===== src/cacfr_pkg.sv =====
// Package for the charger auxiliary control and event flag registers:
// offsets, field positions, reset values, timing figures and carriers.
// Assumes a single 200 MHz clock feeding every consumer of these names.
package cacfr_pkg;

    // ==========================================================
    // Clock and timing
    // ==========================================================
    localparam longint unsigned CLK_HZ          = 200_000_000;
    localparam longint unsigned BUS_TIMEOUT_S   = 1;
    localparam longint unsigned BUTTON_HOLD_S   = 10;
    localparam longint unsigned EOC_SHORT_MS    = 2;
    localparam longint unsigned EOC_LONG_MS     = 64;
    localparam longint unsigned BUS_TIMEOUT_CYC = BUS_TIMEOUT_S * CLK_HZ;
    localparam longint unsigned BUTTON_HOLD_CYC = BUTTON_HOLD_S * CLK_HZ;
    localparam longint unsigned EOC_SHORT_CYC   = EOC_SHORT_MS * CLK_HZ / 1000;
    localparam longint unsigned EOC_LONG_CYC    = EOC_LONG_MS * CLK_HZ / 1000;

    // ==========================================================
    // Register offsets
    // ==========================================================
    localparam logic [7:0] ADAPTER_VOLTAGE_REQUEST = 8'h49;
    localparam logic [7:0] AUX_CONTROL_0           = 8'h4A;
    localparam logic [7:0] AUX_CONTROL_1           = 8'h4B;
    localparam logic [7:0] AUX_CONTROL_2           = 8'h4C;
    localparam logic [7:0] EVENT_FLAGS_6           = 8'h4D;
    localparam logic [7:0] EVENT_MASKS_6           = 8'h4E;

    // ==========================================================
    // Reset values and write masks
    // ==========================================================
    localparam logic [7:0] REQ_RST      = 8'h00;
    localparam logic [7:0] CTRL0_RST    = 8'h76;
    localparam logic [7:0] CTRL1_RST    = 8'h00;
    localparam logic [7:0] CTRL1_WMASK  = 8'h1F;
    localparam logic [7:0] CTRL1_WDTMSK = 8'h0F;
    localparam logic [7:0] CTRL2_RST    = 8'h4C;
    localparam logic [7:0] FLAGS_RST    = 8'h00;
    localparam logic [7:0] MASKS_RST    = 8'hFF;

    // ==========================================================
    // Field positions
    // ==========================================================
    localparam int REQ_START    = 7;
    localparam int REQ_GEN2     = 6;
    localparam int REQ_STEP_UP  = 5;
    localparam int CODE_HI      = 4;
    localparam int C0_BUS_TO_DIS = 7;
    localparam int C0_BTN_RST   = 6;
    localparam int C0_AUTO_ICL  = 5;
    localparam int C0_EOC_LONG  = 4;
    localparam int C0_EOC_REARM = 3;
    localparam int C0_AUTO_MINV = 2;
    localparam int C0_COOL_SEL  = 1;
    localparam int C0_EXT_CONT  = 0;
    localparam int C1_FREQ_OVR  = 4;
    localparam int C1_PIN_FN    = 3;
    localparam int C1_QUAL      = 2;
    localparam int C2_DET_AUX2  = 7;
    localparam int C2_DCD_HI    = 6;
    localparam int C2_DCD_LO    = 5;
    localparam int C2_HIGH_REF  = 4;
    localparam int C2_HYST      = 3;
    localparam int C2_SPECIAL   = 2;
    localparam int F_TERM       = 7;
    localparam int F_SHORT      = 6;
    localparam int F_REGFAULT   = 5;
    localparam int F_NEG_DONE   = 4;
    localparam int F_SAG        = 3;
    localparam int F_RECHARGE   = 2;
    localparam int F_PORT_PRI   = 1;
    localparam int F_PORT_DONE  = 0;

    // ==========================================================
    // Encodings
    // ==========================================================
    localparam logic [4:0] GEN2_MAX_VOLT  = 5'h1D;
    localparam logic [4:0] GEN2_SELF_TEST = 5'h1E;
    localparam logic [4:0] GEN2_DROP_OFF  = 5'h1F;
    localparam logic [1:0] SEAM_VBUS      = 2'h1;
    localparam logic [1:0] SEAM_AUX1      = 2'h2;
    localparam logic [1:0] SEAM_AUX2      = 2'h3;
    localparam logic [1:0] DCD_300        = 2'h1;
    localparam logic [1:0] DCD_600        = 2'h2;
    localparam logic [1:0] DCD_WAIT       = 2'h3;
    localparam logic [1:0] HOST_FLOAT     = 2'h0;

    // ==========================================================
    // Carriers
    // ==========================================================
    typedef struct packed {
        logic       protoStart;
        logic       protoGen2;
        logic       gen1StepUp;
        logic       gen2VoltReq;
        logic [4:0] gen2Code;
        logic       gen2SelfTest;
        logic       gen2DropCompOff;
        logic       busTimeoutReset;
        logic       shipOff;
        logic       autoIclSet;
        logic       autoMinVinSet;
        logic       eocReached;
        logic       battRegUseWarm;
        logic       stopChargeOtg;
        logic       forceOneMhz;
        logic       sourceModeOn;
        logic       seamlessVbus;
        logic       seamlessAux1;
        logic       seamlessAux2;
        logic       detectOnAuxTwo;
        logic       contactTimeoutOn;
        logic       contactTimeoutLong;
        logic       contactWaitForever;
        logic       primaryHighRef;
        logic       dataLineHyst;
        logic       specialAdapterDetect;
        logic [1:0] hostPortMode;
    } cacfr_ctrl_type;

    typedef struct packed {
        logic termCurrent;
        logic sysShort;
        logic regFault;
        logic negotiationDone;
        logic inputSag;
        logic portPrimary;
        logic portDone;
    } cacfr_event_type;

    typedef struct packed {
        logic coolZone;
        logic coldZone;
        logic hotZone;
    } cacfr_temp_type;

endpackage


===== src/cacfr_regs.sv =====
// Charger auxiliary control and event flag register bank with its
// decoded controls, hold timers, end-of-charge deglitch and interrupt.
// Assumes the bus target core presents one-cycle read and write strobes
// and that all inputs are synchronous to clk.
//
// Functional notes
// - Generation select bit picks first (0) or second (1) generation request.
// - First generation step bit: 0 asks voltage down, 1 asks up.
// - Second generation codes 00000..11101 request 5.5 V up to 20 V.
// - Code 11110 runs adapter self-test; 11111 disables cable drop compensation.
// - Bus timeout enabled at 0: SDA held low 1 s resets target logic.
// - Button reset enabled: button low 10 s turns ship switch off.
// - Auto input current limit set after detection done when enabled.
// - End-of-charge deglitch is 2 ms at 0, 64 ms at 1.
// - Writing 1 re-arms end-of-charge; bit clears itself when done.
// - Auto minimum input voltage set on plug-in when enabled.
// - Cool zone uses warm setting at 0, normal setting at 1.
// - Cold or hot stops charge and source unless continue bit is 1.
// - Override bit forces 1 MHz, else normal frequency select applies.
// - Source mode follows enable bit, or bit, pin function bit and pin when qualified.
// - Seamless field: off, VBUS, aux input one, aux input two.
// - Detection runs on aux input one at 0, two at 1.
// - Contact timer: off, 300 ms, 600 ms, or wait forever.
// - Detection option bits default off, on, on; active at 1.
// - Host port emulation in source mode: float, SDP, CDP, DCP.
// - Event flags latch their events and clear on read.
// - Recharge flag sets when battery drops below threshold after EOC.
// - Mask bit 1 suppresses its flag's interrupt; masks reset to 1.
// - Start bit launches request, cleared on completion or VBUS loss.
`timescale 1ns/10ps
module cacfr_regs #(
    parameter longint unsigned BUS_TIMEOUT_CYC = cacfr_pkg::BUS_TIMEOUT_CYC,
    parameter longint unsigned BUTTON_HOLD_CYC = cacfr_pkg::BUTTON_HOLD_CYC,
    parameter longint unsigned EOC_SHORT_CYC   = cacfr_pkg::EOC_SHORT_CYC,
    parameter longint unsigned EOC_LONG_CYC    = cacfr_pkg::EOC_LONG_CYC
) (
    // Clock and reset
    input  wire logic                      clk,
    input  wire logic                      rst_b,
    input  wire logic                      wdtReset,
    input  wire logic                      regReset,
    // Register port of the bus target
    input  wire logic [7:0]                regAddr,
    input  wire logic [7:0]                regWrData,
    input  wire logic                      regWr,
    input  wire logic                      regRd,
    output logic      [7:0]                regRdData,
    // Analog and system status
    input  wire logic                      sdaHeldLow,
    input  wire logic                      pushButtonLow,
    input  wire logic                      vbusPresent,
    input  wire logic                      vbusPlugIn,
    input  wire logic                      detectDone,
    input  wire logic                      eocCondition,
    input  wire logic                      battBelowRecharge,
    input  wire logic                      sourceModeEnableBit,
    input  wire logic                      sourcePin,
    input  wire cacfr_pkg::cacfr_temp_type tempZone,
    input  wire cacfr_pkg::cacfr_event_type events,
    // Decoded controls and interrupt
    output cacfr_pkg::cacfr_ctrl_type      ctrlOut,
    output logic                           irq
);

    // ==========================================================
    // Elaboration checks
    // ==========================================================
    if (BUS_TIMEOUT_CYC < 2 || BUTTON_HOLD_CYC < 2 ||
        EOC_SHORT_CYC < 1 || EOC_LONG_CYC < EOC_SHORT_CYC ||
        BUTTON_HOLD_CYC > 64'hFFFF_FFFF || BUS_TIMEOUT_CYC > 64'hFFFF_FFFF ||
        EOC_LONG_CYC > 64'hFFFF_FFFF) begin : gBadParam
        $error("cacfr_regs: timing parameters out of range");
    end

    // ==========================================================
    // State
    // ==========================================================
    typedef struct packed {
        logic [7:0]                 req;
        logic [7:0]                 ctrl0;
        logic [7:0]                 ctrl1;
        logic [7:0]                 ctrl2;
        logic [7:0]                 flags;
        logic [7:0]                 masks;
        logic [7:0]                 rdData;
        logic [31:0]                sdaCnt;
        logic [31:0]                btnCnt;
        logic [31:0]                eocCnt;
        logic                       eocDone;
        logic                       rechgPrev;
        logic                       irq;
        cacfr_pkg::cacfr_ctrl_type  outs;
    } cacfr_state_type;

    cacfr_state_type stateReg;
    cacfr_state_type stateNext;

    localparam logic [31:0] SDA_LIMIT = 32'(BUS_TIMEOUT_CYC);
    localparam logic [31:0] BTN_LIMIT = 32'(BUTTON_HOLD_CYC);
    localparam logic [31:0] EOC_SHORT = 32'(EOC_SHORT_CYC);
    localparam logic [31:0] EOC_LONG  = 32'(EOC_LONG_CYC);

    // Read mux, used only by the read path; the read check samples the flags itself
    function automatic logic [7:0] readMux(input cacfr_state_type s,
                                           input logic [7:0] a);
        logic [7:0] d;
        d = 8'h00;
        unique case (a)
            cacfr_pkg::ADAPTER_VOLTAGE_REQUEST: d = s.req;
            cacfr_pkg::AUX_CONTROL_0:           d = s.ctrl0;
            cacfr_pkg::AUX_CONTROL_1:           d = s.ctrl1;
            cacfr_pkg::AUX_CONTROL_2:           d = s.ctrl2;
            cacfr_pkg::EVENT_FLAGS_6:           d = s.flags;
            cacfr_pkg::EVENT_MASKS_6:           d = s.masks;
            default:                            d = 8'h00;
        endcase
        return d;
    endfunction

    // ==========================================================
    // Next state
    // ==========================================================
    logic       wrReq;
    logic       wrC0;
    logic       rdFlags;
    logic       rechgNow;
    logic [7:0] evt;
    logic [31:0] eocLimit;
    logic [4:0] code;
    logic [1:0] seam;
    logic [1:0] dcd;

    always_comb begin
        stateNext = stateReg;
        wrReq    = regWr && regAddr == cacfr_pkg::ADAPTER_VOLTAGE_REQUEST;
        wrC0     = regWr && regAddr == cacfr_pkg::AUX_CONTROL_0;
        rdFlags  = regRd && regAddr == cacfr_pkg::EVENT_FLAGS_6;
        rechgNow = battBelowRecharge && stateReg.eocDone;
        eocLimit = stateReg.ctrl0[cacfr_pkg::C0_EOC_LONG] ?
                   EOC_LONG : EOC_SHORT;
        stateNext.outs.busTimeoutReset = 1'b0;
        stateNext.outs.shipOff         = 1'b0;

        // Hardware clears; a same-cycle write below takes precedence
        if (events.negotiationDone || !vbusPresent) begin
            stateNext.req[cacfr_pkg::REQ_START] = 1'b0;
        end
        if (stateReg.ctrl0[cacfr_pkg::C0_EOC_REARM]) begin
            stateNext.ctrl0[cacfr_pkg::C0_EOC_REARM] = 1'b0;
            stateNext.eocDone = 1'b0;
            stateNext.eocCnt  = '0;
        end else if (!eocCondition) begin
            stateNext.eocCnt = '0;
        end else if (!stateReg.eocDone) begin
            if (stateReg.eocCnt >= eocLimit - 32'h1) begin
                stateNext.eocDone = 1'b1;
            end else begin
                stateNext.eocCnt = stateReg.eocCnt + 32'h1;
            end
        end

        // Register writes
        if (wrReq) begin
            stateNext.req = regWrData;
        end
        if (wrC0) begin
            stateNext.ctrl0 = {regWrData[7:4],
                stateNext.ctrl0[cacfr_pkg::C0_EOC_REARM] |
                regWrData[cacfr_pkg::C0_EOC_REARM],
                regWrData[2:0]};
        end
        if (regWr && regAddr == cacfr_pkg::AUX_CONTROL_1) begin
            stateNext.ctrl1 = regWrData & cacfr_pkg::CTRL1_WMASK;
        end
        if (regWr && regAddr == cacfr_pkg::AUX_CONTROL_2) begin
            stateNext.ctrl2 = regWrData;
        end
        if (regWr && regAddr == cacfr_pkg::EVENT_MASKS_6) begin
            stateNext.masks = regWrData;
        end

        // Watchdog and register resets
        if (wdtReset || regReset) begin
            stateNext.req   = cacfr_pkg::REQ_RST;
            stateNext.ctrl0 = cacfr_pkg::CTRL0_RST;
            stateNext.ctrl2 = cacfr_pkg::CTRL2_RST;
            stateNext.masks = cacfr_pkg::MASKS_RST;
            stateNext.ctrl1 = stateNext.ctrl1 &
                              ~cacfr_pkg::CTRL1_WDTMSK;
        end
        if (regReset) begin
            stateNext.ctrl1 = cacfr_pkg::CTRL1_RST;
        end

        // Event flags: a set in the read cycle survives the clear
        evt = 8'h00;
        evt[cacfr_pkg::F_TERM]      = events.termCurrent;
        evt[cacfr_pkg::F_SHORT]     = events.sysShort;
        evt[cacfr_pkg::F_REGFAULT]  = events.regFault;
        evt[cacfr_pkg::F_NEG_DONE]  = events.negotiationDone;
        evt[cacfr_pkg::F_SAG]       = events.inputSag;
        evt[cacfr_pkg::F_RECHARGE]  = rechgNow && !stateReg.rechgPrev;
        evt[cacfr_pkg::F_PORT_PRI]  = events.portPrimary;
        evt[cacfr_pkg::F_PORT_DONE] = events.portDone;
        stateNext.rechgPrev = rechgNow;
        stateNext.flags = (rdFlags ? 8'h00 : stateReg.flags) | evt;
        stateNext.irq   = |(stateNext.flags & ~stateNext.masks);

        if (regRd) begin
            stateNext.rdData = readMux(stateReg, regAddr);
        end

        // Bus hold timer fires once per low period
        if (sdaHeldLow && !stateReg.ctrl0[cacfr_pkg::C0_BUS_TO_DIS]) begin
            if (stateReg.sdaCnt < SDA_LIMIT) begin
                stateNext.sdaCnt = stateReg.sdaCnt + 32'h1;
            end
            stateNext.outs.busTimeoutReset =
                stateReg.sdaCnt == SDA_LIMIT - 32'h1;
        end else begin
            stateNext.sdaCnt = '0;
        end

        // Button hold timer, same one-shot shape
        if (pushButtonLow && stateReg.ctrl0[cacfr_pkg::C0_BTN_RST]) begin
            if (stateReg.btnCnt < BTN_LIMIT) begin
                stateNext.btnCnt = stateReg.btnCnt + 32'h1;
            end
            stateNext.outs.shipOff =
                stateReg.btnCnt == BTN_LIMIT - 32'h1;
        end else begin
            stateNext.btnCnt = '0;
        end

        // Decoded controls
        code = stateNext.req[cacfr_pkg::CODE_HI:0];
        seam = stateNext.ctrl1[1:0];
        dcd  = stateNext.ctrl2[cacfr_pkg::C2_DCD_HI:cacfr_pkg::C2_DCD_LO];
        stateNext.outs.protoStart = stateNext.req[cacfr_pkg::REQ_START];
        stateNext.outs.protoGen2  = stateNext.req[cacfr_pkg::REQ_GEN2];
        stateNext.outs.gen1StepUp = stateNext.req[cacfr_pkg::REQ_STEP_UP];
        stateNext.outs.gen2Code     = code;
        stateNext.outs.gen2VoltReq  = code <= cacfr_pkg::GEN2_MAX_VOLT;
        stateNext.outs.gen2SelfTest = code == cacfr_pkg::GEN2_SELF_TEST;
        stateNext.outs.gen2DropCompOff = code == cacfr_pkg::GEN2_DROP_OFF;
        stateNext.outs.autoIclSet = detectDone &&
            stateNext.ctrl0[cacfr_pkg::C0_AUTO_ICL];
        stateNext.outs.autoMinVinSet = vbusPlugIn &&
            stateNext.ctrl0[cacfr_pkg::C0_AUTO_MINV];
        stateNext.outs.eocReached = stateNext.eocDone;
        stateNext.outs.battRegUseWarm = tempZone.coolZone &&
            !stateNext.ctrl0[cacfr_pkg::C0_COOL_SEL];
        stateNext.outs.stopChargeOtg =
            (tempZone.coldZone || tempZone.hotZone) &&
            !stateNext.ctrl0[cacfr_pkg::C0_EXT_CONT];
        stateNext.outs.forceOneMhz =
            stateNext.ctrl1[cacfr_pkg::C1_FREQ_OVR];
        stateNext.outs.sourceModeOn = sourceModeEnableBit &&
            (!stateNext.ctrl1[cacfr_pkg::C1_QUAL] ||
             (stateNext.ctrl1[cacfr_pkg::C1_PIN_FN] && sourcePin));
        stateNext.outs.seamlessVbus = seam == cacfr_pkg::SEAM_VBUS;
        stateNext.outs.seamlessAux1 = seam == cacfr_pkg::SEAM_AUX1;
        stateNext.outs.seamlessAux2 = seam == cacfr_pkg::SEAM_AUX2;
        stateNext.outs.detectOnAuxTwo =
            stateNext.ctrl2[cacfr_pkg::C2_DET_AUX2];
        stateNext.outs.contactTimeoutOn =
            dcd == cacfr_pkg::DCD_300 || dcd == cacfr_pkg::DCD_600;
        stateNext.outs.contactTimeoutLong = dcd == cacfr_pkg::DCD_600;
        stateNext.outs.contactWaitForever = dcd == cacfr_pkg::DCD_WAIT;
        stateNext.outs.primaryHighRef =
            stateNext.ctrl2[cacfr_pkg::C2_HIGH_REF];
        stateNext.outs.dataLineHyst = stateNext.ctrl2[cacfr_pkg::C2_HYST];
        stateNext.outs.specialAdapterDetect =
            stateNext.ctrl2[cacfr_pkg::C2_SPECIAL];
        stateNext.outs.hostPortMode = stateNext.outs.sourceModeOn ?
            stateNext.ctrl2[1:0] : cacfr_pkg::HOST_FLOAT;
    end

    // ==========================================================
    // Registers
    // ==========================================================
    always_ff @(posedge clk) begin
        if (!rst_b) begin
            stateReg       <= '0;
            stateReg.req   <= cacfr_pkg::REQ_RST;
            stateReg.ctrl0 <= cacfr_pkg::CTRL0_RST;
            stateReg.ctrl1 <= cacfr_pkg::CTRL1_RST;
            stateReg.ctrl2 <= cacfr_pkg::CTRL2_RST;
            stateReg.flags <= cacfr_pkg::FLAGS_RST;
            stateReg.masks <= cacfr_pkg::MASKS_RST;
        end else begin
            stateReg <= stateNext;
        end
    end

    assign regRdData = stateReg.rdData;
    assign ctrlOut   = stateReg.outs;
    assign irq       = stateReg.irq;
endmodule // cacfr_regs


===== config.mk =====
export PLATFORM = sky130hd
export DESIGN_NAME = cacfr_regs
export DESIGN_NICKNAME = d
export VERILOG_FILES = /design/src/cacfr_pkg.sv /design/src/cacfr_regs.sv
export SDC_FILE = /design/constraint.sdc
export NUM_CORES = 1
export LEC_CHECK = 0
export BUFFER_PORTS_ARGS = -buffer_cell sky130_fd_sc_hd__buf_2
export CORE_MARGIN = 8
export CORE_UTILIZATION = 58
export DETAILED_ROUTE_END_ITERATION = 12
export GPL_ROUTABILITY_DRIVEN = 0
export PLACE_DENSITY = 0.85
export SYNTH_ARGS = -nofsm -noshare
export SYNTH_HDL_FRONTEND = slang
export SYNTH_SLANG_ARGS = --single-unit

===== constraint.sdc =====
create_clock -name clk -period 3.1 [get_ports clk]
set_input_delay 0 -clock clk [delete_from_list [all_inputs] [get_ports clk]]
set_output_delay 0 -clock clk [all_outputs]
set_load 0.01 [all_outputs]

**Yosys cells after proc, flatten, opt, wreduce, memory -nomap -nowiden**

Cells that the tools add are included.

- Add/subtract/negate cells: 4
- Magnitude comparators: 4
- Equal/unequal tests: 16
- Muxes and demuxes: 15
- Bitwise logic cells: 8
- Reductions and logical operators: 37

Operators by type and width:

| cell | count |
|---|---|
| adder 32 x 1 -> 32 bit (second input constant) | 3 |
| 2-to-1 mux 8 bit | 7 |
| == test 8 x 7 -> 1 bit (second input constant) | 6 |
| one-hot mux 8 bit (6 select lines) | 1 |
| == test 32 x 28 -> 1 bit (second input constant) | 1 |
| == test 32 x 31 -> 1 bit (second input constant) | 1 |
| >= comparator 32 bit | 1 |
| less-than comparator 32 x 28 -> 1 bit (second input constant) | 1 |
| less-than comparator 32 x 31 -> 1 bit (second input constant) | 1 |
| 2-to-1 mux 32 bit | 1 |
| subtractor 24 x 1 -> 25 bit (second input constant) | 1 |
| 2-to-1 mux 24 bit | 1 |
| logical AND 1 bit | 16 |
| == test 5 bit (second input constant) | 2 |
| AND 8 bit | 1 |
| == test 2 bit (second input constant) | 4 |
| inverter 8 bit | 1 |
| bitwise OR 8 bit | 1 |
| AND reduction 2 bit | 4 |
| OR reduction 8 bit | 1 |
| logical NOT 1 bit | 6 |
| OR reduction 2 bit | 3 |
| OR reduction 3 bit | 2 |
| less-or-equal comparator 5 bit (second input constant) | 1 |
| other kinds (5) | 17 |

- Register bits after elaboration: 186
- Input bits: 41
- Word-level logic and storage cells: 126

**Logic depth before layout (Yosys ltp)**

Gate-level depths: netlist of run 1.

- Depth in word-level cells: 10
- Gate-level depth with buffers: 9

**Worst setup path before layout of run 1**

No wires, ideal clock.

- Path kind: register to register
- From: register stateReg[175] in the netlist's numbering
- To: register stateReg[46] in the netlist's numbering
- Library setup time: 0.116 ns
- Arrival: 2.362 ns
- Required time: 2.984 ns
- Slack: 0.623 ns
- Cell stages (with the launch flop): 10
- Buffers on the path: 1
- Period minus slack after synthesis: 2.477 ns
- Cells stage by stage: dfxtp_1 > inv_1 > ha_1 > a31o_1 > a311oi_1 > o21ai_1 > a21oi_1 > clkbuf_1 > a21oi_1 > a31o_1

- Word-level cells in the longest chain between the ends: 5

Ends and longest elaborated chain:

| what | RTL line | source |
|---|---|---|
| start, declared | cacfr_regs.sv:95 | `cacfr_state_type stateReg;` |
| start signal, assigned | cacfr_regs.sv:292 | `stateReg <= stateNext;` |
| 2-to-1 mux 24 bit | cacfr_regs.sv:139 | `eocLimit = stateReg.ctrl0[cacfr_pkg::C0_EOC_LONG] ?` |
| subtractor 24 x 1 -> 25 bit | cacfr_regs.sv:155 | `if (stateReg.eocCnt >= eocLimit - 32'h1) begin` |
| >= comparator 32 bit | cacfr_regs.sv:155 |  |
| inverter 1 bit (no line) | - |  |
| AND reduction 2 bit (no line) | - |  |

Every way passes these cells.
A chain may end at the register's enable or synchronous reset.

**Final worst setup path of run 1**

- From: input port regAddr[5]
- To: register stateReg[186] in the netlist's numbering

- Word-level cells in the longest chain between the ends: 4

Ends and longest elaborated chain:

| what | RTL line | source |
|---|---|---|
| start, declared | cacfr_regs.sv:43 | `input wire logic [7:0] regAddr,` |
| == test 8 x 7 -> 1 bit | cacfr_regs.sv:135 | `wrReq = regWr && regAddr == cacfr_pkg::ADAPTER_VOLTAGE_REQUEST;` |
| logical AND 1 bit | cacfr_regs.sv:135 |  |
| 2-to-1 mux 8 bit | cacfr_regs.sv:163 | `if (wrReq) begin` |
| 2-to-1 mux 32 bit | cacfr_regs.sv:183 | `if (wdtReset \|\| regReset) begin` |

Every way passes these cells.

==> results.yml, run 1 <==
outcome:
  status: "finished, final reports clean"
setup_path:
  path_max_fanout: 9
  critical_path.slowest_cell: "sky130_fd_sc_hd__nor4b_2"
  critical_path.max_stage_delay_ns: 0.71
  worstSetupPathType: "primary input to flip-flop"
  cp_common_cell: "sky130_fd_sc_hd__dlygate4sd3_1"
  crit-reg2reg-launch: "stateReg[175]"
  cp.arrival_ns: 3.26
  rrSetupSlack_ns: 0.29
  worst_setup_path_start_kind: "primary input"
  worst_reg2reg_path_endpoint: "stateReg[53]"
  path_delay_family: "simple AND/OR/NAND/NOR gates"
  crit_required_ns: 3.42
  critical_path.n_buffers_inverters: 4
  r2r.worst_path.cells: 9
  worst_setup_path_end_kind: "flip-flop"
  timing.critical_path.cells: "buf_2 -> nor4b_2 -> and2_1 -> nand3_1 -> buf_4 -> nand4b_1 -> dlygate4sd3_1 -> a21oi_1 -> dlygate4sd3_1"
clock_network:
  cts_inserted_buffers: 17
  latest_clock_arrival_within_the_worst_skew_pair_ns: 0.43
  clkSinkCount: 172
  post-cts-setup-buffers: 0
  cts_tree: "done"
  clkSlewWorstSetupHoldPaths_ns: 0.07
  cts_max_level: 4
  cts-root-buf: "sky130_fd_sc_hd__clkbuf_16"
  clock_path_buffers: 2
cells_and_area:
  layout.filler_cells: 992
  final_net_count: 1072
  drive_above_1_share_pct: 14.8
  fin_util_pct: 68.5
  flow.area_growth_from_synthesis_pct: 15.9
global_routing:
  grt_max_degree: 28
  grt_antenna_before_repair: 1
  first_global_vias: 6879
  wire_length_of_the_first_global_routing_pass_um: 33600
  global_route.overflow_total: 0
  groute.usage.overall_pct: 22.6
floorplanning:
  floorplan.die.width_um: 135
  dieArea_um2: 18200
  io_pins: 82
  placement_rows: 43
  coreArea_um2: 13800
  die_y_extent_um: 135
  floorplan.initialDensity_pct: 59.1
detailed_routing:
  drt_pre_antenna_iters: 6
  drt_iter0_drc: 869
  drt.antenna.violating_nets: 0
  detail_route.drc_violations: 0
  drt-vias-per-instance: 6.06
  wire_per_inst_um: 17.2
  routed_wirelength_um: 20800
  vias: 7333
logic_synthesis:
  synth_compound_area_share_pct: 13.5
  synth.largest_area_cell: "sky130_fd_sc_hd__dfxtp_1"
  syn_avg_cell_area_um2: 8.66
  ys_types: 63
  synth.area.mux_share_pct: 6.59
  leading_register_cell_type_out_of_synthesis: "sky130_fd_sc_hd__dfxtp_1"
  yosysSeqAreaShare_pct: 42.1
  syn_inst: 944
  synth-xor-area-share_pct: 3.75
  synth.top_cells.by_area: "sky130_fd_sc_hd__dfxtp_1 42%, sky130_fd_sc_hd__mux2i_1 5.6%, sky130_fd_sc_hd__nor2_1 4.8%, sky130_fd_sc_hd__nand2_1 4.0%, sky130_fd_sc_hd__buf_4 3.7%"
  synthSimpleGateAreaFrac_pct: 25.4
  yosys_warnings: 0
  synth-async-reset-ratio_pct: 0
  post_synth_fa_ha_maj_area_fraction_pct: 2.14
  synth.ff_latch_count: 172
  synth.top_cell.area_share_pct: 42.1
  synth_edf_count: 0
  synthesis.nets: 999
  synth_top_family_by_area: "simple AND/OR/NAND/NOR gates"
  netlist_area_um2: 8180
placed_design:
  place_hpwl_um: 13100
  port_buffers: 81
hold_path:
  holdPathStages: 4
  min_from: "sdaHeldLow"
  min-delay-path-class: "primary input to flip-flop"
  hold_ep: "stateReg[126]"
sta:
  report.final.slew_viol_count: 0
  setup_viol_count_final: 0
  time_the_final_worst_path_needs_with_i_o_delays_and_setup_ns: 2.94
  worst-slew-pin-transition_ns: 1.00
  hold_viol: 0
  max_clock_freq_mhz: 341
  layout_worst_path_cycle_share_pct: 94.7
  worst_clock_skew_ns: 0.00918
  final.setup.tns_ns: 0
  slew_headroom_pct: 32.7
power:
  design_power_total_mw: 4.67
  power.density_nw_per_um2: 492
  max-vdd-ir-drop_uv: 400
  leakage_nw: 3.82
run:
  maxCapViolations: 0
==> layout make-up <==
class / count / area (µm²) / area share [%]
inverter: 15 / 56.3 / 0.594
clock inverter: 14 / 169 / 1.78
sequential: 172 / 3440 / 36.3
antenna: 1 / 2.50 / 0.0264
tap: 180 / 225 / 2.38
timing repair buffer: 139 / 931 / 9.82
clock buffer: 18 / 439 / 4.63
multi-input combinational: 672 / 4210 / 44.4
==> kinds of logic after synthesis <==
| logic type | count (synthesis) |
|---|---|
| simple gates | 406 |
| xor+xnor | 35 |
| flops | 172 |
| fa+ha+maj | 14 |
| buf+inv | 100 |
| compound gates | 164 |
| mux | 53 |
==> flip-flops by register name, summed over array words and instances, names as in the netlist <==
name	count
irq	1
ctrlOut	21
regRdData	8
stateReg	142
==> metal layers <==
metal | global-route usage, % | part of all wire, %
met1 | 27.2 | 42
met2 | 37.8 | 48
met3 | 5.46 | 7.5
met4 | 9.54 | 2.9
met5 | 0 | 0
==> cells in the mapped netlist, types with 23 or more instances <==
cell and instances:
sky130_fd_sc_hd__clkbuf_1 42, sky130_fd_sc_hd__nand3_1 30, sky130_fd_sc_hd__nor3_1 23, sky130_fd_sc_hd__dfxtp_1 172
sky130_fd_sc_hd__nor2_1 105, sky130_fd_sc_hd__buf_4 40, sky130_fd_sc_hd__a21oi_1 45, sky130_fd_sc_hd__nand4_1 30
sky130_fd_sc_hd__xnor2_1 24, sky130_fd_sc_hd__nand2_1 88, sky130_fd_sc_hd__mux2i_1 46, sky130_fd_sc_hd__and2_1 30
==> placed cells by master (no fill, tap or decap), types with 17 or more instances in the layout <==
| cell type | instances |
|---|---|
| sky130_fd_sc_hd__clkbuf_16 | 17 |
| sky130_fd_sc_hd__dfxtp_1 | 172 |
| sky130_fd_sc_hd__nand4_1 | 30 |
| sky130_fd_sc_hd__or3_1 | 19 |
| sky130_fd_sc_hd__nand3_1 | 30 |
| sky130_fd_sc_hd__nand2_1 | 88 |
| sky130_fd_sc_hd__and2_1 | 30 |
| sky130_fd_sc_hd__xnor2_1 | 24 |
| sky130_fd_sc_hd__buf_2 | 81 |
| sky130_fd_sc_hd__nor4_1 | 19 |
| sky130_fd_sc_hd__dlygate4sd3_1 | 36 |
| sky130_fd_sc_hd__mux2i_1 | 46 |
| sky130_fd_sc_hd__nor2_1 | 105 |
| sky130_fd_sc_hd__buf_4 | 22 |
| sky130_fd_sc_hd__nor3_1 | 22 |
| sky130_fd_sc_hd__a21oi_1 | 45 |
==> power breakdown <==
part / switching [mW] / internal, mW
logic: 0.129 / 0.0942
registers: 0.0108 / 2.23
clock network: 0.912 / 1.29
==> per-stage QoR <==
step	setup WS (ns)	instance area (µm²)	hold slack, ns	cells
4_1_cts	0.321	9480	0.0413	1210
2_1_floorplan	0.623	8180	0.114	944
3_3_place_gp	0.580	8510	0.233	1142
3_5_place_dp	0.456	8510	0.237	1142
5_1_grt	-0.0652	9480	0.0539	1211
6_report	0.163	9480	0.0572	1211
==> timing repair <==
action	CTS	global route
hold buffers	36	0
endpoints found under the hold margin	59	0
setup endpoints to repair	0	0
gates resized for setup	0	0
==> worst max path at each step <==
stage                             start            end  slack, ns  cells after the start
after floorplan           stateReg[175]   stateReg[46]       0.62                      9
after global placement    stateReg[175]   stateReg[53]       0.58                      9
after detailed placement  stateReg[175]   stateReg[53]       0.46                      9
after CTS                    regAddr[5]  stateReg[186]       0.32                      9
after global routing         regAddr[5]  stateReg[186]      -0.07                      9
final                        regAddr[5]  stateReg[186]       0.16                      9
==> worst register-to-register path: stages, from the launching register on <==
cell and delay (ns):
sky130_fd_sc_hd__dfxtp_1 0.41, sky130_fd_sc_hd__inv_1 0.19, sky130_fd_sc_hd__ha_1 0.23, sky130_fd_sc_hd__a311oi_1 0.37, sky130_fd_sc_hd__o2111a_1 0.32, sky130_fd_sc_hd__nand2_1 0.24
sky130_fd_sc_hd__a21oi_1 0.26, sky130_fd_sc_hd__buf_4 0.25, sky130_fd_sc_hd__nand3_1 0.11, sky130_fd_sc_hd__mux2_1 0.32
No activity file was read; power rests on OpenSTA's default activity.
==> run 2: changes to the inputs <==
ABC_AREA = 1   (was unset)
PLACE_DENSITY = 0.84   (was 0.85)
==> results.yml, run 2 <==
sta:
  post-route-worst-setup-slack_ns: 0.599
  slew_headroom_pct: 24.0
  worst-slew-pin-transition_ns: 1.14
  report.final.slew_viol_count: 0
  hold-worst-slack_ns: 0.108
  final.setup.tns_ns: 0
  time_the_final_worst_path_needs_with_i_o_delays_and_setup_ns: 2.50
  max_clock_freq_mhz: 400
  setup_viol_count_final: 0
  grt_setup_unrepaired: "false"
  worst_clock_skew_ns: 0.00992
  hold_viol: 0
  layout_worst_path_cycle_share_pct: 80.7
detailed_routing:
  drt_pre_antenna_iters: 6
  wire_per_inst_um: 14.7
  vias: 10018
  routed_wirelength_um: 26600
  detail_route.drc_violations: 0
  drt-vias-per-instance: 5.53
  drt_iter0_drc: 1048
  drt.antenna.violating_nets: 0
clock_network:
  cts_inserted_buffers: 17
  latest_clock_arrival_within_the_worst_skew_pair_ns: 0.44
  cts_tree: "done"
  clkSlewWorstSetupHoldPaths_ns: 0.07
  clkSinkCount: 172
  cts-root-buf: "sky130_fd_sc_hd__clkbuf_16"
  clock_path_buffers: 2
  cts_max_level: 4
cells_and_area:
  layout.filler_cells: 1417
  layout.cell_area.non_filler_um2: 11100
  drive_above_1_share_pct: 11.5
  flow.area_growth_from_synthesis_pct: 12.6
  final_net_count: 1631
  final_common_cell: "sky130_fd_sc_hd__nand2_1"
  max_flop_register: "stateReg"
  largest_register_ff_count: 142
  final_cells: 1810
  layout.cells.most_common_list: "470 x sky130_fd_sc_hd__nand2_1, 189 x sky130_fd_sc_hd__nor2_1, 172 x sky130_fd_sc_hd__dfxtp_1, 162 x sky130_fd_sc_hd__inv_1, 94 x sky130_fd_sc_hd__a21oi_1"
setup_path:
  crit-reg2reg-launch: "stateReg[175]"
  path_delay_family: "simple AND/OR/NAND/NOR gates"
  worst_setup_path_end_kind: "flip-flop"
  worst_setup_path_start_kind: "flip-flop"
  cp.arrival_ns: 2.78
  worstSetupPathType: "flip-flop to flip-flop"
  timing.critical_path.cells: "inv_1 -> ha_1 -> inv_1 -> nor2_1 -> nand2_1 -> nor2_1 -> nand2_1 -> nand3_1 -> nand2_1 -> nand3_1 -> nand2_1 -> nand2_1 -> nor2_1"
  critical_path.n_buffers_inverters: 2
  rrSetupSlack_ns: 0.60
  worst_reg2reg_path_endpoint: "stateReg[58]"
  critical_path.slowest_cell: "sky130_fd_sc_hd__nand3_1"
  path_max_fanout: 20
  crit_required_ns: 3.38
  r2r.worst_path.cells: 13
  critical_path.max_stage_delay_ns: 0.63
  cp_common_cell: "sky130_fd_sc_hd__nand2_1"
placed_design:
  dp_cells: 1741
  setup_slack_after_placement_ns: 0.674
  place_hpwl_um: 18100
  placed_cell_area_um2: 10000
  port_buffers: 81
global_routing:
  first_global_vias: 9153
  groute.usage.overall_pct: 24.5
  global_route.overflow_total: 0
  grt_max_degree: 33
  wire_length_of_the_first_global_routing_pass_um: 43800
  grt_antenna_before_repair: 0
logic_synthesis:
  synthesis.nets: 1567
  synth.largest_area_cell: "sky130_fd_sc_hd__dfxtp_1"
  synth-async-reset-ratio_pct: 0
  synth.ff_latch_count: 172
  yosys_warnings: 0
  syn_avg_cell_area_um2: 6.49
  yosysSeqAreaShare_pct: 35.1
  ys_types: 43
  syn_inst: 1512
  yosysMostFrequentCell: "sky130_fd_sc_hd__nand2_1"
  synth.top_cells.by_area: "sky130_fd_sc_hd__dfxtp_1 35%, sky130_fd_sc_hd__nand2_1 18%, sky130_fd_sc_hd__nor2_1 7.3%, sky130_fd_sc_hd__inv_1 6.2%, sky130_fd_sc_hd__a21oi_1 4.8%"
  synth.top_cell.area_share_pct: 35.1
  synth_commonest_cells: "470 x sky130_fd_sc_hd__nand2_1, 190 x sky130_fd_sc_hd__nor2_1, 172 x sky130_fd_sc_hd__dfxtp_1"
  netlist_area_um2: 9810
  synth_edf_count: 0
  leading_register_cell_type_out_of_synthesis: "sky130_fd_sc_hd__dfxtp_1"
floorplanning:
  die_y_extent_um: 146
  io_pins: 82
  coreArea_um2: 16600
  floorplan.initialDensity_pct: 59.2
  placement_rows: 47
  floorplan.die.width_um: 146
  dieArea_um2: 21300
outcome:
  status: "finished, final reports clean"
power:
  leakage_nw: 4.53
  power.density_nw_per_um2: 441
  max-vdd-ir-drop_uv: 454
hold_path:
  min_from: "regAddr[1]"
  hold_ep: "stateReg[145]"
  min-delay-path-class: "primary input to flip-flop"
  holdPathStages: 6
run:
  maxCapViolations: 0
==> run 2: cell count changes in the layout (fill, tap and decap cells not counted), sizes merged, moves of 17 or more <==
cell	delta
nand2	+388
inv	+161
nor2	+103
a21oi	+55
nand3	+54
mux2i	-46
and2	-29
nand4	+24
or3	-20
o21ai	+19
nor4	-17
==> run 2: final cells by class <==
type | instances | area, µm² | share of cell area [%]
Multi-Input combinational cell | 1086 | 5190 | 47.0
Clock buffer | 18 | 429 | 3.88
Tap cell | 220 | 275 | 2.49
Clock inverter | 14 | 230 | 2.08
Sequential cell | 172 | 3440 | 31.2
Antenna cell | 1 | 2.50 | 0.0226
Inverter | 174 | 654 | 5.92
Timing Repair Buffer | 125 | 826 | 7.47
==> run 2: worst max-delay path by stage <==
stage / startpoint / slack (ns) / to / cells after the start
CTS: stateReg[175] / 0.62 / stateReg[58] / 13
global placement: stateReg[175] / 0.78 / ctrlOut[16] / 9
detailed placement: stateReg[175] / 0.67 / stateReg[48] / 9
finish: stateReg[175] / 0.60 / stateReg[58] / 13
floorplan: stateReg[175] / 1.37 / stateReg[46] / 10
global route: stateReg[175] / 0.37 / stateReg[56] / 13
==> run 2: tightest hold or removal path: stages <==
cell,delay (ns)
sky130_fd_sc_hd__buf_2,0.15
sky130_fd_sc_hd__nand2_2,0.12
sky130_fd_sc_hd__nor2_4,0.05
sky130_fd_sc_hd__nand4_1,0.08
sky130_fd_sc_hd__nand2_1,0.07
sky130_fd_sc_hd__nand2_1,0.06
==> run 2: repair_timing <==
item	in CTS	in global routing
endpoints found under the hold margin	58	0
setup buffers	0	0
gates resized for setup	0	0
setup endpoints to repair	0	0
hold buffers	36	0
==> run 2: cell families (layout without fill, tap and decap cells) <==
family / count (synthesis) / count (layout) / share of synthesized area [%]
other: 0 / 1 / 0
adder cells (fa/ha/maj): 14 / 14 / 1.79
buffers and inverters: 254 / 331 / 12.0
XOR/XNOR: 36 / 36 / 3.21
AO/OA/AOI/OAI: 160 / 160 / 8.72
flip-flops: 172 / 172 / 35.1
AND/OR/NAND/NOR: 876 / 876 / 39.2
==> run 2: per-layer routing <==
layer  global-route usage [%]  up-vias  share of wire (%)  wire length [µm]
met5                        0        -                  0                 0
met4                     12.2        0                3.8              1020
met3                     5.75      105                8.3              2210
met2                     38.8      489                 46             12200
met1                     30.7     4527                 42             11200
li1                         -     4897                  -                 -
==> run 2: per-stage QoR <==
step | total power [mW] | utilization [%]
2_1_floorplan | 2.41 | -
3_3_place_gp | 2.47 | 60.5
3_5_place_dp | 2.47 | 60.5
4_1_cts | 4.87 | 66.6
5_1_grt | 5.00 | 66.6
6_report | 4.88 | 66.6
==> run 2: power by group <==
group	switching, mW	total [mW]	internal [mW]
sequential	0.0139	2.24	2.23
clock	0.967	2.42	1.45
combinational	0.138	0.218	0.0805
==> run 3: changes to the inputs <==
ABC_AREA = 0   (was 1)
PLACE_DENSITY = 0.85   (was 0.84)
clock period = 2.5 ns   (was 3.1 ns; I/O delays follow)
==> results.yml, run 3 (synthesis results as in run 1) <==
outcome:
  status: "finished, final reports clean"
global_routing:
  groute.usage.overall_pct: 23.0
  global_route.overflow_total: 0
  wire_length_of_the_first_global_routing_pass_um: 34200
  grt_antenna_before_repair: 0
  grt_max_degree: 28
  first_global_vias: 6998
cells_and_area:
  n_antenna_cell: 0
  flow.area_growth_from_synthesis_pct: 17.4
  multiInputGateArea_um2: 4270
  final_net_count: 1084
  layout.cells.most_common_list: "171 x sky130_fd_sc_hd__dfxtp_1, 105 x sky130_fd_sc_hd__nor2_1, 87 x sky130_fd_sc_hd__nand2_1, 81 x sky130_fd_sc_hd__buf_2, 46 x sky130_fd_sc_hd__mux2i_1"
  max_flop_register: "stateReg"
  seqCellArea_um2: 3440
  drive_above_1_share_pct: 17.0
  largest_register_ff_count: 142
  layout.filler_cells: 993
  final_common_cell: "sky130_fd_sc_hd__dfxtp_1"
placed_design:
  port_buffers: 81
  place_hpwl_um: 13600
  setup_slack_after_placement_ns: -0.157
setup_path:
  worst_setup_path_end_kind: "flip-flop"
  timing.critical_path.cells: "nand4_1 -> nor4_4 -> nand2_1 -> or4_4 -> or3_1 -> a21oi_1"
  critical_path.slowest_cell: "sky130_fd_sc_hd__or4_4"
  worstSetupPathType: "flip-flop to flip-flop"
  cp.arrival_ns: 2.78
  crit_required_ns: 2.86
  critical_path.max_stage_delay_ns: 0.61
  worst_setup_path_start_kind: "flip-flop"
  path_max_fanout: 6
sta:
  hold_viol: 0
  hold-worst-slack_ns: 0.0526
  time_the_final_worst_path_needs_with_i_o_delays_and_setup_ns: 2.42
  final.setup.tns_ns: 0
  worst_clock_skew_ns: 0.00749
  post-route-worst-setup-slack_ns: 0.0812
  layout_worst_path_cycle_share_pct: 96.8
  max_clock_freq_mhz: 413
  worst-slew-pin-transition_ns: 0.817
  setup_viol_count_final: 0
  slew_headroom_pct: 45.4
  report.final.slew_viol_count: 0
clock_network:
  cts_tree: "done"
  clock_path_buffers: 2
  latest_clock_arrival_within_the_worst_skew_pair_ns: 0.43
  cts_inserted_buffers: 17
  cts_max_level: 4
  clkSlewWorstSetupHoldPaths_ns: 0.07
  clkSinkCount: 172
  cts-root-buf: "sky130_fd_sc_hd__clkbuf_16"
floorplanning:
  floorplan.die.width_um: 135
  placement_rows: 43
  coreArea_um2: 13800
  die_y_extent_um: 135
  floorplan.initialDensity_pct: 59.1
  dieArea_um2: 18200
  io_pins: 82
detailed_routing:
  drt.antenna.violating_nets: 0
  routed_wirelength_um: 21300
  vias: 7471
  detail_route.drc_violations: 0
  wire_per_inst_um: 17.5
  drt-vias-per-instance: 6.11
  drt_pre_antenna_iters: 5
  drt_iter0_drc: 654
hold_path:
  min-delay-path-class: "primary input to flip-flop"
power:
  leakage_nw: 3.89
  power.density_nw_per_um2: 594
  max-vdd-ir-drop_uv: 579
run:
  maxCapViolations: 0
[run 3: where the power goes]
part | switching (mW) | internal (mW) | total, mW
clock network | 1.16 | 1.49 | 2.65
registers | 0.0138 | 2.76 | 2.78
logic | 0.162 | 0.116 | 0.278
total | 1.33 | 4.37 | 5.70
[run 3: final timing paths]
check	from	endpoint	slack, ns	cells past startpoint
max	stateReg[115]	stateReg[122]	0.08	6
max reg2reg	stateReg[115]	stateReg[122]	0.08	6
min	sdaHeldLow	stateReg[126]	0.05	4
min reg2reg	stateReg[97]	stateReg[97]	0.46	1
[run 3: per-stage QoR]
step | total power [mW] | util (%) | std cells | cell area (µm²)
4_1_cts | 5.71 | 69.0 | 1220 | 9540
3_5_place_dp | 3.07 | 62.2 | 1154 | 8600
6_report | 5.70 | 69.5 | 1222 | 9600
3_3_place_gp | 3.06 | 62.2 | 1154 | 8600
2_1_floorplan | 2.98 | - | 944 | 8180
5_1_grt | 5.87 | 69.5 | 1222 | 9600
[run 3: timing repair]
item / CTS / global route
hold endpoints to repair: 60 / 0
gates resized for setup: 4 / 11
setup endpoints to repair: 17 / 25
hold buffers: 34 / 0
buffers inserted: 0 / 2
pin swaps: 0 / 1
[run 3: per-layer routing]
layer  up-vias  routed length [µm]  track usage (%)
met5         -                   0                0
met4         0                 773             12.2
met3        65                1730             5.91
met2       359               10100             37.0
met1      3496                8740             27.6
li1       3551                   -                -
[run 3: final cells by class]
| cell class | instances | area share (%) |
|---|---|---|
| Clock inverter | 15 | 1.68 |
| Multi-Input combinational cell | 672 | 44.5 |
| Clock buffer | 17 | 4.43 |
| Tap cell | 180 | 2.35 |
| Inverter | 15 | 0.586 |
| Sequential cell | 172 | 35.9 |
| Timing Repair Buffer | 151 | 10.6 |
[run 3: worst max-delay path, delay by kind of cell, from the launching register on]
family | cells | cell delay [ns]
AO/OA/AOI/OAI | 1 | 0.15
AND/OR/NAND/NOR | 5 | 1.74
flip-flops | 1 | 0.46
